**src/rfsc_pkg.sv**
```systemverilog
package rfsc_pkg;

  // Register indices (printed offsets are not multiples of four; byte address = 4 * index)
  localparam logic [7:0] IDX_SYNTH_MAIN = 8'h16;
  localparam logic [7:0] IDX_SYNTH_AUX = 8'h17;
  localparam logic [7:0] IDX_CONV_OUT = 8'h18;
  localparam logic [7:0] IDX_CONV_RESULT = 8'h19;
  localparam logic [7:0] IDX_RX_LEN_UPPER = 8'h1A;
  localparam logic [7:0] IDX_COMMAND = 8'h20;
  localparam logic [7:0] IDX_MEAS_SELECT = 8'h21;
  localparam logic [7:0] IDX_IRQ_STATUS = 8'h22;
  localparam logic [7:0] IDX_IRQ_ENABLE = 8'h23;
  localparam logic [7:0] IDX_IRQ_CLEAR = 8'h24;
  localparam logic [7:0] IDX_RX_LEN_LOWER = 8'h25;

  // Reset values
  localparam logic [23:0] SYNTH_MAIN_RST = 24'h40D84F;
  localparam logic [23:0] SYNTH_AUX_RST = 24'h011846;
  localparam logic [7:0] CONV_OUT_RST = 8'h00;
  localparam logic [7:0] RX_LEN_UPPER_RST = 8'h00;
  localparam logic [2:0] MEAS_SELECT_RST = 3'h0;

  // Field positions
  localparam int BIAS_BIT = 23;
  localparam int REF_HI = 22;
  localparam int REF_LO = 20;
  localparam int VCO_DIRECT_BIT = 22;
  localparam int EXT_SRC_BIT = 21;
  localparam int PRESC_EN_BIT = 20;
  localparam int BCNT_HI = 19;
  localparam int BCNT_LO = 10;
  localparam int ACNT_HI = 9;
  localparam int ACNT_LO = 0;
  localparam int NO_CHECK_BIT = 7;
  localparam int RAW_FIFO_BIT = 6;
  localparam int RXLEN_HI_HI = 1;
  localparam int RXLEN_HI_LO = 0;

  // Commands
  localparam logic [7:0] CMD_TRIGGER_CONV = 8'h87;

  // Interrupt status bits
  localparam int IRQ_CONV_DONE = 0;
  localparam int IRQ_RX_DONE = 1;
  localparam int IRQ_W = 2;

  // Conversion time
  localparam int CLOCK_MHZ = 125;
  localparam int CONV_TIME_US = 20;
  localparam int CONV_CYCLES = CONV_TIME_US * CLOCK_MHZ;
  localparam logic [11:0] CONV_CYCLES_C = 12'(CONV_CYCLES);

  // Reference frequencies in kHz
  localparam logic [9:0] REF_KHZ_500 = 10'd500;
  localparam logic [9:0] REF_KHZ_250 = 10'd250;
  localparam logic [9:0] REF_KHZ_125 = 10'd125;
  localparam logic [9:0] REF_KHZ_200 = 10'd200;
  localparam logic [9:0] REF_KHZ_100 = 10'd100;
  localparam logic [9:0] REF_KHZ_50 = 10'd50;
  localparam logic [9:0] REF_KHZ_25 = 10'd25;

  typedef enum logic [1:0] {
    CONV_IDLE,
    CONV_BUSY
  } rfsc_conv_e;

endpackage : rfsc_pkg

```
**src/rfsc_divider_decode.sv**
```systemverilog
`timescale 1ns/100ps
module rfsc_divider_decode
  import rfsc_pkg::*;
(
  input wire logic [23:0] word,
  output logic [16:0] ratio
);

  // N = B*32 + A*33
  always_comb begin
    ratio = 17'({word[BCNT_HI:BCNT_LO], 5'h00}) + 17'({word[ACNT_HI:ACNT_LO], 5'h00})
      + 17'(word[ACNT_HI:ACNT_LO]);
  end

endmodule : rfsc_divider_decode

```
**src/rfsc_converter.sv**
```systemverilog
`timescale 1ns/100ps
module rfsc_converter
  import rfsc_pkg::*;
(
  input wire logic clock,
  input wire logic rst,
  input wire logic start,
  input wire logic [2:0] measSelect,
  input wire logic [7:0] mixerLevelI,
  input wire logic [7:0] mixerLevelQ,
  input wire logic [7:0] pinLevel,
  output logic busy,
  output logic done,
  output logic [7:0] result
);

  rfsc_conv_e state_r;
  logic [11:0] count_r;
  logic [7:0] sample;

  // Source choice
  always_comb begin
    unique case (measSelect)
      3'h0: sample = mixerLevelI;
      3'h1: sample = mixerLevelQ;
      default: sample = pinLevel;
    endcase
  end

  always_ff @(posedge clock) begin
    if (rst) begin
      state_r <= CONV_IDLE;
      count_r <= 12'h000;
    end else begin
      unique case (state_r)
        CONV_IDLE: begin
          if (start) begin
            state_r <= CONV_BUSY;
            count_r <= CONV_CYCLES_C - 12'h001;
          end
        end
        CONV_BUSY: begin
          if (count_r == 12'h000) begin
            state_r <= CONV_IDLE;
          end else begin
            count_r <= count_r - 12'h001;
          end
        end
      endcase
    end
  end

  always_ff @(posedge clock) begin
    if (rst) begin
      result <= 8'h00;
    end else if (state_r == CONV_BUSY && count_r == 12'h000) begin
      result <= sample;
    end
  end

  assign busy = state_r == CONV_BUSY;
  assign done = state_r == CONV_BUSY && count_r == 12'h000;

endmodule : rfsc_converter

```
**src/rfsc_regs.sv**
```systemverilog
`timescale 1ns/100ps
////////////////////////////////////////////////////////////////////////////////
// Notes on behaviour
// - Main register bits 22:20 pick the reference frequency, with code 010 (125 kHz) only on one variant.
// - Both synthesizer registers hold B in 19:10 and A in 9:0 and divide by B*32 plus A*33.
// - Main bit 23 doubles the amplifier bias and auxiliary bit 23 quadruples it.
// - Auxiliary bit 21 picks external RF input when set, bit 22 picks direct oscillator connection.
// - Auxiliary bit 20 enables the divider and prescaler.
// - Reset or chip enable low presets the main register to 40 D8 4F.
// - Reset or chip enable low presets the auxiliary register to 01 18 46.
// - The 8-bit converter output level drives the DAC and clears to 00.
// - A 3-bit measurement select picks a mixer level or the external pin level.
// - Command 87 starts a conversion whose result is valid 20 us later.
// - Bit 7 of the upper receive length disables checking for the next reception only.
// - Bit 6 sends all bytes to the FIFO and remaps header and third error interrupts.
// - Bits 1:0 hold count bits 9:8, and the register clears on reset, enable low and good reception.
// - Bits 5 to 2 are reserved and read zero.
// - The receive count sets the bit count, and zero means end on pause.
module rfsc_regs
  import rfsc_pkg::*;
(
  input wire logic clock,
  input wire logic rst,
  input wire logic chipEnable,
  input wire logic [7:0] address,
  input wire logic read,
  input wire logic write,
  input wire logic [31:0] writedata,
  input wire logic [3:0] byteenable,
  output logic [31:0] readdata,
  output logic waitrequest,
  output logic [1:0] response,
  input wire logic [7:0] mixerLevelI,
  input wire logic [7:0] mixerLevelQ,
  input wire logic [7:0] pinLevel,
  input wire logic rxStart,
  input wire logic rxGood,
  input wire logic rxHeaderIrq,
  input wire logic rxErr3Irq,
  output logic [9:0] referenceKhz,
  output logic referenceIllegal,
  output logic [16:0] mainRatio,
  output logic [16:0] auxRatio,
  output logic [1:0] paBiasBoost,
  output logic externalRfSelect,
  output logic vcoDirect,
  output logic prescalerEnable,
  output logic [7:0] dacLevel,
  output logic [9:0] rxBitCount,
  output logic rxEndOnPause,
  output logic rxCheckActive,
  output logic rxRawFifo,
  output logic rxSecondByteIrq,
  output logic rxFinishedIrq,
  output logic rxHeaderOut,
  output logic rxErr3Out,
  output logic irq
);

  ////////////////////////////////////////////////////////////////////////////////
  // Chip enable synchroniser and preset condition
  logic enMeta_r;
  logic enSync_r;
  logic preset;

  always_ff @(posedge clock) begin
    if (rst) begin
      enMeta_r <= 1'b0;
      enSync_r <= 1'b0;
    end else begin
      enMeta_r <= chipEnable;
      enSync_r <= enMeta_r;
    end
  end

  assign preset = rst || !enSync_r;

  ////////////////////////////////////////////////////////////////////////////////
  // Bus decode
  logic rdAck_r;
  logic wrHit;
  logic rdReq;
  logic known;

  assign known = address inside {IDX_SYNTH_MAIN, IDX_SYNTH_AUX, IDX_CONV_OUT, IDX_CONV_RESULT,
    IDX_RX_LEN_UPPER, IDX_COMMAND, IDX_MEAS_SELECT, IDX_IRQ_STATUS, IDX_IRQ_ENABLE, IDX_IRQ_CLEAR,
    IDX_RX_LEN_LOWER};
  assign rdReq = read && !write;
  assign wrHit = write && !read;
  assign waitrequest = rdReq && !rdAck_r;

  always_ff @(posedge clock) begin
    if (rst) begin
      rdAck_r <= 1'b0;
    end else begin
      rdAck_r <= rdReq && !rdAck_r;
    end
  end

  function automatic logic [23:0] merge24(input logic [23:0] old, input logic [31:0] d, input logic [3:0] be);
    logic [23:0] res;
    res = old;
    if (be[0]) begin
      res[7:0] = d[7:0];
    end
    if (be[1]) begin
      res[15:8] = d[15:8];
    end
    if (be[2]) begin
      res[23:16] = d[23:16];
    end
    return res;
  endfunction : merge24

  ////////////////////////////////////////////////////////////////////////////////
  // Synthesizer registers
  logic [23:0] synthMain_r;
  logic [23:0] synthAux_r;

  always_ff @(posedge clock) begin
    if (preset) begin
      synthMain_r <= SYNTH_MAIN_RST;
    end else if (wrHit && address == IDX_SYNTH_MAIN) begin
      synthMain_r <= merge24(synthMain_r, writedata, byteenable);
    end
  end

  always_ff @(posedge clock) begin
    if (preset) begin
      synthAux_r <= SYNTH_AUX_RST;
    end else if (wrHit && address == IDX_SYNTH_AUX) begin
      synthAux_r <= merge24(synthAux_r, writedata, byteenable);
    end
  end

  always_comb begin
    referenceIllegal = 1'b0;
    unique case (synthMain_r[REF_HI:REF_LO])
      3'h0: referenceKhz = REF_KHZ_500;
      3'h1: referenceKhz = REF_KHZ_250;
      3'h2: referenceKhz = REF_KHZ_125;
      3'h4: referenceKhz = REF_KHZ_200;
      3'h5: referenceKhz = REF_KHZ_100;
      3'h6: referenceKhz = REF_KHZ_50;
      3'h7: referenceKhz = REF_KHZ_25;
      default: begin
        referenceKhz = REF_KHZ_500;
        referenceIllegal = 1'b1;
      end
    endcase
  end

  rfsc_divider_decode mainDiv (
    .word(synthMain_r),
    .ratio(mainRatio)
  );

  rfsc_divider_decode auxDiv (
    .word(synthAux_r),
    .ratio(auxRatio)
  );

  assign paBiasBoost = {synthAux_r[BIAS_BIT], synthMain_r[BIAS_BIT]};
  assign vcoDirect = synthAux_r[VCO_DIRECT_BIT];
  assign externalRfSelect = synthAux_r[EXT_SRC_BIT];
  assign prescalerEnable = synthAux_r[PRESC_EN_BIT];

  ////////////////////////////////////////////////////////////////////////////////
  // Converter output level and measurement select
  logic [7:0] convOut_r;
  logic [2:0] measSelect_r;

  always_ff @(posedge clock) begin
    if (preset) begin
      convOut_r <= CONV_OUT_RST;
    end else if (wrHit && address == IDX_CONV_OUT && byteenable[0]) begin
      convOut_r <= writedata[7:0];
    end
  end

  assign dacLevel = convOut_r;

  always_ff @(posedge clock) begin
    if (preset) begin
      measSelect_r <= MEAS_SELECT_RST;
    end else if (wrHit && address == IDX_MEAS_SELECT && byteenable[0]) begin
      measSelect_r <= writedata[2:0];
    end
  end

  ////////////////////////////////////////////////////////////////////////////////
  // Conversion engine
  logic convStart;
  logic convBusy;
  logic convDone;
  logic [7:0] convResult;

  assign convStart = wrHit && address == IDX_COMMAND && byteenable[0] && writedata[7:0] == CMD_TRIGGER_CONV;

  rfsc_converter conv (
    .clock(clock),
    .rst(preset),
    .start(convStart),
    .measSelect(measSelect_r),
    .mixerLevelI(mixerLevelI),
    .mixerLevelQ(mixerLevelQ),
    .pinLevel(pinLevel),
    .busy(convBusy),
    .done(convDone),
    .result(convResult)
  );

  ////////////////////////////////////////////////////////////////////////////////
  // Receive length registers
  logic [7:0] rxUpper_r;
  logic [7:0] rxLower_r;
  logic noCheckLatched_r;

  always_ff @(posedge clock) begin
    if (preset || rxGood) begin
      rxUpper_r <= RX_LEN_UPPER_RST;
    end else if (wrHit && address == IDX_RX_LEN_UPPER && byteenable[0]) begin
      rxUpper_r <= {writedata[7:6], 4'h0, writedata[1:0]};
    end else if (rxStart) begin
      rxUpper_r[NO_CHECK_BIT] <= 1'b0;
    end
  end

  always_ff @(posedge clock) begin
    if (preset || rxGood) begin
      rxLower_r <= RX_LEN_UPPER_RST;
    end else if (wrHit && address == IDX_RX_LEN_LOWER && byteenable[0]) begin
      rxLower_r <= writedata[7:0];
    end
  end

  // Option captured for the reception in flight
  always_ff @(posedge clock) begin
    if (preset) begin
      noCheckLatched_r <= 1'b0;
    end else if (rxStart) begin
      noCheckLatched_r <= rxUpper_r[NO_CHECK_BIT];
    end
  end

  assign rxBitCount = {rxUpper_r[RXLEN_HI_HI:RXLEN_HI_LO], rxLower_r};
  assign rxEndOnPause = rxBitCount == 10'h000;
  assign rxCheckActive = !noCheckLatched_r;
  assign rxRawFifo = rxUpper_r[RAW_FIFO_BIT];
  assign rxSecondByteIrq = rxRawFifo && rxHeaderIrq;
  assign rxFinishedIrq = rxRawFifo && rxErr3Irq;
  assign rxHeaderOut = !rxRawFifo && rxHeaderIrq;
  assign rxErr3Out = !rxRawFifo && rxErr3Irq;

  ////////////////////////////////////////////////////////////////////////////////
  // Interrupts
  logic [IRQ_W-1:0] irqStatus_r;
  logic [IRQ_W-1:0] irqEnable_r;
  logic [IRQ_W-1:0] irqEvents;
  logic [IRQ_W-1:0] irqClear;

  assign irqEvents = {rxGood, convDone};
  assign irqClear = (wrHit && address == IDX_IRQ_CLEAR && byteenable[0]) ? writedata[IRQ_W-1:0] : '0;

  always_ff @(posedge clock) begin
    if (preset) begin
      irqStatus_r <= '0;
    end else begin
      irqStatus_r <= (irqStatus_r & ~irqClear) | irqEvents;
    end
  end

  always_ff @(posedge clock) begin
    if (preset) begin
      irqEnable_r <= '0;
    end else if (wrHit && address == IDX_IRQ_ENABLE && byteenable[0]) begin
      irqEnable_r <= writedata[IRQ_W-1:0];
    end
  end

  assign irq = |(irqStatus_r & irqEnable_r);

  ////////////////////////////////////////////////////////////////////////////////
  // Read data, result register has no write path
  always_ff @(posedge clock) begin
    if (rst) begin
      readdata <= 32'h00000000;
      response <= 2'h0;
    end else if (rdReq && !rdAck_r) begin
      response <= known ? 2'h0 : 2'h2;
      unique case (address)
        IDX_SYNTH_MAIN: readdata <= {8'h00, synthMain_r};
        IDX_SYNTH_AUX: readdata <= {8'h00, synthAux_r};
        IDX_CONV_OUT: readdata <= {24'h000000, convOut_r};
        IDX_CONV_RESULT: readdata <= {24'h000000, convResult};
        IDX_RX_LEN_UPPER: readdata <= {24'h000000, rxUpper_r};
        IDX_RX_LEN_LOWER: readdata <= {24'h000000, rxLower_r};
        IDX_MEAS_SELECT: readdata <= {29'h00000000, measSelect_r};
        IDX_IRQ_STATUS: readdata <= {30'h00000000, irqStatus_r};
        IDX_IRQ_ENABLE: readdata <= {30'h00000000, irqEnable_r};
        IDX_COMMAND: readdata <= {31'h00000000, convBusy};
        default: readdata <= 32'h00000000;
      endcase
    end
  end

endmodule : rfsc_regs

```
**config.mk**
```make
export PLATFORM = sky130hd
export DESIGN_NAME = rfsc_regs
export DESIGN_NICKNAME = d
export VERILOG_FILES = /design/src/rfsc_pkg.sv /design/src/rfsc_divider_decode.sv /design/src/rfsc_converter.sv /design/src/rfsc_regs.sv
export SDC_FILE = /design/constraint.sdc
export NUM_CORES = 1
export LEC_CHECK = 0
export BUFFER_PORTS_ARGS = -buffer_cell sky130_fd_sc_hd__clkbuf_2
export CAP_MARGIN = 20
export CORE_MARGIN = 2
export CORE_UTILIZATION = 50
export CTS_CLUSTER_DIAMETER = 100
export DETAILED_ROUTE_END_ITERATION = 8
export PLACE_DENSITY_LB_ADDON = 0.1
export SYNTH_ARGS = -nofsm -noshare
export SYNTH_HDL_FRONTEND = slang
export SYNTH_SLANG_ARGS = --single-unit
export TNS_END_PERCENT = 20
```
**constraint.sdc**
```tcl
create_clock -name clock -period 3.21 [get_ports clock]
set_clock_uncertainty 0.15 [all_clocks]
set_input_delay 0.1605 -clock clock [delete_from_list [all_inputs] [get_ports clock]]
set_output_delay 0.1605 -clock clock [all_outputs]
set_load 0.005 [all_outputs]
```
Yosys cells after proc, flatten, opt, wreduce, memory -nomap -nowiden:

Cells that the tools add are included.

* bits in registers: 135
* latch bits: 0
* memory bits (writable): 0
* ROM bits: 0
* bits of input ports: 77
* output and inout port bits: 111
* word-level logic and storage cells: 118
* memories: 0

* add/subtract/negate cells: 5
* multiply operators: 0
* div/mod/pow operators: 0
* $lt $le $gt $ge: 0
* equal/unequal tests: 23
* shift operators: 0
* mux-type cells: 14
* bitwise logic cells: 4
* reduce and logical (&&, ||, !) cells: 50

Operators by type and width (count)
* one-hot mux 24 bit (10 select lines): 1
* one-hot mux 9 bit (6 select lines): 1
* == test 8 x 6 -> 1 bit, second input constant: 6
* == test 8 x 5 -> 1 bit, second input constant: 5
* adder 17 x 10 -> 17 bit: 2
* adder 15 x 15 -> 16 bit: 2
* logical AND 1 bit: 25
* 2-to-1 mux 12 bit: 2
* one-hot mux 12 bit (2 select lines): 1
* one-hot mux 8 bit (2 select lines): 1
* AND reduction 2 bit: 8
* == test 3 bit, second input constant: 4
* zero test 12 bit: 1
* subtractor 12 x 1 -> 12 bit, second input constant: 1
* nonzero test 11 bit: 1
* zero test 10 bit: 1
* == test 8 bit, second input constant: 1
* 2-to-1 mux 2 bit: 4
* OR reduction 7 bit: 1
* == test 3 x 1 -> 1 bit, second input constant: 2
* zero test 1 bit: 6
* zero test 3 bit: 2
* bitwise AND 2 bit: 2
* inequality test 2 x 1 -> 1 bit, second input constant: 2
* other kinds (11): 14

Depth between registers and ports, before layout:

* depth after elaboration: 8
* mapped depth: 12
* depth with buffers taken out: 12

Modules after synthesis:

From an unflattened synthesis, not the netlist that was laid out.

* cell total of the unflattened synthesis: 840
* area, all modules: 7362.1 µm²

Modules (own cells, without submodules)
* rfsc_regs: instances 1, cells each 547, area an instance 4838.4 µm², seq. area each 2082.0 µm²
* rfsc_converter: instances 1, cells each 149, area an instance 1231.2 µm², seq. area each 420.4 µm²
* rfsc_divider_decode at mainDiv: instances 1, cells each 72, area an instance 646.9 µm², seq. area each 0.0 µm²
* rfsc_divider_decode at auxDiv: instances 1, cells each 72, area an instance 645.6 µm², seq. area each 0.0 µm²

Worst setup path after synthesis:

No wires, ideal clock.

* path type: reg2out
* start point: register synthAux_r[0]
* end point: output port auxRatio[16]
* data arrival time: 2562 ps
* data required time: 2899 ps
* path slack: 338 ps
* stages on the path, launching flop included: 10
* path buffers: 0
* cells stage by stage: dfxtp_1 -> ha_1 -> fa_1 -> a21o_1 -> a31o_2 -> a2111oi_0 -> a21oi_1 -> xnor2_1 -> nor4_1 -> and3_1

* longest elaborated chain between the ends: 2

Ends and longest elaborated chain
* start: declaration: RTL line rfsc_regs.sv:118 `logic [23:0] synthAux_r;`
* start signal: assignment: RTL line rfsc_regs.sv:132 `synthAux_r <= merge24(synthAux_r, writedata, byteenable);`
* adder 15 x 15 -> 16 bit: RTL line rfsc_divider_decode.sv:11 `ratio = 17'({word[BCNT_HI:BCNT_LO], 5'h00}) + 17'({word[ACNT_HI:ACNT_LO], 5'h00})`
* adder 17 x 10 -> 17 bit *: RTL line rfsc_divider_decode.sv:12 `+ 17'(word[ACNT_HI:ACNT_LO]);`
* end: declaration: RTL line rfsc_regs.sv:43 `output logic [16:0] auxRatio,`

Every way passes the cells marked *; elsewhere a longest branch is shown, timed or not.

Worst setup path after layout:

* start point: register synthMain_r[0]
* end point: output port mainRatio[15]

* longest elaborated chain between the ends: 2

Ends and longest elaborated chain
* start: declaration: RTL line rfsc_regs.sv:117 `logic [23:0] synthMain_r;`
* start signal: assignment: RTL line rfsc_regs.sv:124 `synthMain_r <= merge24(synthMain_r, writedata, byteenable);`
* adder 15 x 15 -> 16 bit: RTL line rfsc_divider_decode.sv:11
* adder 17 x 10 -> 17 bit *: RTL line rfsc_divider_decode.sv:12
* end: declaration: RTL line rfsc_regs.sv:42 `output logic [16:0] mainRatio,`

Marks and branches as above.

==> results.yml <==
yosys:
  synth_ff_type: "dfxtp_1"
  netlist_instances: 801
  synth-edff-count: 0
  ys_ff_latch: 125
  synthDistinctLibCells: 69
  ys_warn_count: 0
  async_flop_share_pct: 0
  synth_area_sq_mm: 0.00721
  ys_seq_area_share_pct: 34.7
  syn-mean-instance-area_sq_um: 9.00
floorplan:
  io_pins: 188
  die_w_um: 124
  dieHeight_um: 124
  dieArea_sq_mm: 0.0154
  initial_core_util_pct: 51.5
  core_area_sq_mm: 0.0140
  core.rowCount: 43
layout:
  final_layout_size_suffix_gt1_share_pct: 31.3
  n_antenna_cell: 0
  nets: 1092
  post_layout_nonfiller_instances: 1172
  fin_util_pct: 65.5
  postLayoutCellArea_sq_mm: 0.00916
  layout_commonest_cell: "clkbuf_2"
  syn2layout_area_growth_pct: 27.1
  n_fill_cell: 1213
  final_cell_mix: "clkbuf_2, dfxtp_1, nor2_1, mux2i_1, nand2_1"
routing:
  drt_pass1_iterations: 5
  wl_um: 21000
  wire_per_inst_um: 17.9
  drc: 0
  vias: 6621
  via_per_inst: 5.65
  final_antenna_net_count: 0
  drt-initial-drc-count: 308
clock_tree:
  clock_path_buffers: 2
  cts_root_buf: "clkbuf_16"
  htree_num_levels: 4
  cts_inserted_buffers: 17
  path_clk_slew_ps: 50
  clk_latency_ps: 420
  cts_tree: "built"
  numClockSinks: 125
sta:
  max_freq_mhz: 312
  worst_slack_ps: 9.99
  setup_viol: 0
  final.period_utilization_pct: 99.7
  rsz0062_at_grt: "true"
  tightestPinTransition_ps: 949
  finalCriticalPeriod_ps: 3200
  whs_ps: 9.51
  max_slew_margin_pct: 36.5
  final_hold_viol_count: 0
  slew_violations: 0
global_routing:
  grt_pass1_wl_um: 31800
  grt_overflow: 0
  antenna_found_initial: 0
  grt_max_degree: 45
  grt_use_total_pct: 27.1
  first_global_vias: 6381
place:
  io_buffers: 168
  hpwlAfterDp_um: 15400
  placed_area_sq_mm: 0.00805
  dp.cells: 1108
  place_worst_setup_slack_ps: 92.0
  place.gp.congestion: 0.929
setup_path:
  crit_path_end_kind: "output pin"
  crit_end: "mainRatio[15]"
  reg2reg_from: "conv.count_r[5]"
  critPathLaunchType: "flop"
  r2r_cells: 7
  crit_required_ps: 2900
  critPathMaxFanout: 3
  timing.rr.end: "conv.count_r[7]"
  crit_arrival_ps: 2890
  path_class: "reg2out"
  r2r_slack_ps: 610
  startpoint: "synthMain_r[0]"
flow_run:
  drv_cap: 0
worst_hold_path:
  hold_path.class: "in2reg"
power:
  pwr_density_cell_mw_per_mm2: 409
  power.leakage_nw: 4.04
  peakVddDrop_mv: 0.290
status:
  status: "finished, final reports clean"
==> critical path, stage by stage, from the launching register on <==
cell and delay [ps]:
dfxtp_2 360, ha_4 150, inv_2 40, fa_2 510, inv_2 50, fa_2 350
a21o_1 180, a21oi_2 170, inv_1 80, a21oi_2 180, nor2_2 70, nand3b_1 90
xor2_1 130, buf_2 120
==> state kept, by name (all words and copies together) (netlist names) <==
signal            flops
noCheckLatched_r      1
rdAck_r               1
measSelect_r          3
enMeta_r              1
synthMain_r          24
synthAux_r           24
conv.count_r         12
rxLower_r             8
enSync_r              1
conv.state_r          1
irqEnable_r           2
rxUpper_r             4
dacLevel              8
response              1
conv.result           8
irqStatus_r           2
readdata             24
==> synthesized netlist by cell type, types with 2 or more instances <==
master      n  share of area (%)
a211oi_1   10                1.0
a21o_1     12                1.2
a21oi_1    52                3.6
a221o_1     2               0.28
a22o_1      2               0.24
a22oi_1    18                1.9
a22oi_2    10                1.7
a31o_2      2               0.24
a31oi_1     3               0.26
a32oi_1     2               0.24
and2_1      5               0.43
and2_4      2               0.24
and3_1      5               0.43
buf_1       4               0.21
buf_2      10               0.69
buf_4      24                2.5
buf_6       2               0.31
clkbuf_1   25                1.3
dfxtp_1   125                 35
fa_1        4                1.1
ha_1       31                5.4
inv_1      16               0.83
mux2_2     18                2.8
mux2i_1    84                 12
nand2_1    51                2.7
nand2b_1    9               0.78
nand3_1    17                1.2
nand3b_1    3               0.31
nand4_1     2               0.17
nor2_1    103                5.4
nor2_2     11               0.95
nor2b_1    13                1.1
nor3_1     12               0.83
nor3b_1     2               0.21
nor4_1      3               0.26
nor4b_1     3               0.36
o211ai_1    3               0.31
o21ai_0    16                1.1
o21bai_1    2               0.21
o22ai_1     2               0.17
or3_1       4               0.35
or4_1       6               0.62
xnor2_1    29                3.5
xor2_1     17                2.1
==> cell families (layout without fill, tap and decap cells) <==
logic type	after synthesis	in the layout	synth area share (%)
flops	125	125	34.7
compound gates	147	147	14.3
simple gates	262	262	17.9
mux	103	103	14.8
xor+xnor	46	46	5.59
other cells	1	10	0.0520
fa+ha+maj	35	35	6.49
buf+inv	82	264	6.13
==> report_power, final <==
| part | switching (W) | leakage [nW] | internal, W |
|---|---|---|---|
| clock network | 0.000715 | 0.295 | 0.00129 |
| registers | 0.00000116 | 1.01 | 0.00155 |
| logic | 0.000102 | 2.74 | 0.0000799 |
==> how the worst min path moves through the flow <==
stage,start,slack [ps],cells past startpoint,to
final,pinLevel[0],10,5,conv.result[0]
after global placement,chipEnable,220,2,enMeta_r
after global routing,pinLevel[3],40,5,conv.result[3]
after CTS,writedata[1],5,3,rxLower_r[1]
after detailed placement,chipEnable,250,2,enMeta_r
after floorplan,rxGood,130,2,irqStatus_r[1]
==> timing repair <==
action                                  4_1_cts  5_1_grt
buffers inserted                              4        3
endpoints found under the setup margin       10       12
pin swaps                                    16       24
gates resized for setup                      26       20
hold buffers                                 26        0
hold endpoints to repair                     60        0
==> metal layers <==
layer,GRT usage (%),vias up,wire length (um)
met2,45.6,261,10100
met5,0,-,0
met1,34.5,3164,9070
li1,-,3148,-
met3,4.85,48,1200
met4,10.5,0,608
==> area by class of cell <==
type                    count  area (sq um)  share of cell area, %
clock buffers              17           425                   4.64
well taps                 180           225                   2.46
inverters                  16          60.1                  0.656
clock inverters            14           196                   2.14
repair buffers            217          1270                   13.9
multi-input cells         603          4470                   48.8
flip-flops and latches    125          2510                   27.4
==> metrics by stage <==
stage / TNS [ps] / power [W]
6_report: 0 / 0.00375
5_1_grt: -875 / 0.00386
4_1_cts: -224 / 0.00377
3_5_place_dp: 0 / 0.00174
3_3_place_gp: 0 / 0.00174
2_1_floorplan: 0 / 0.00167
(Power assumes the default switching activity.)
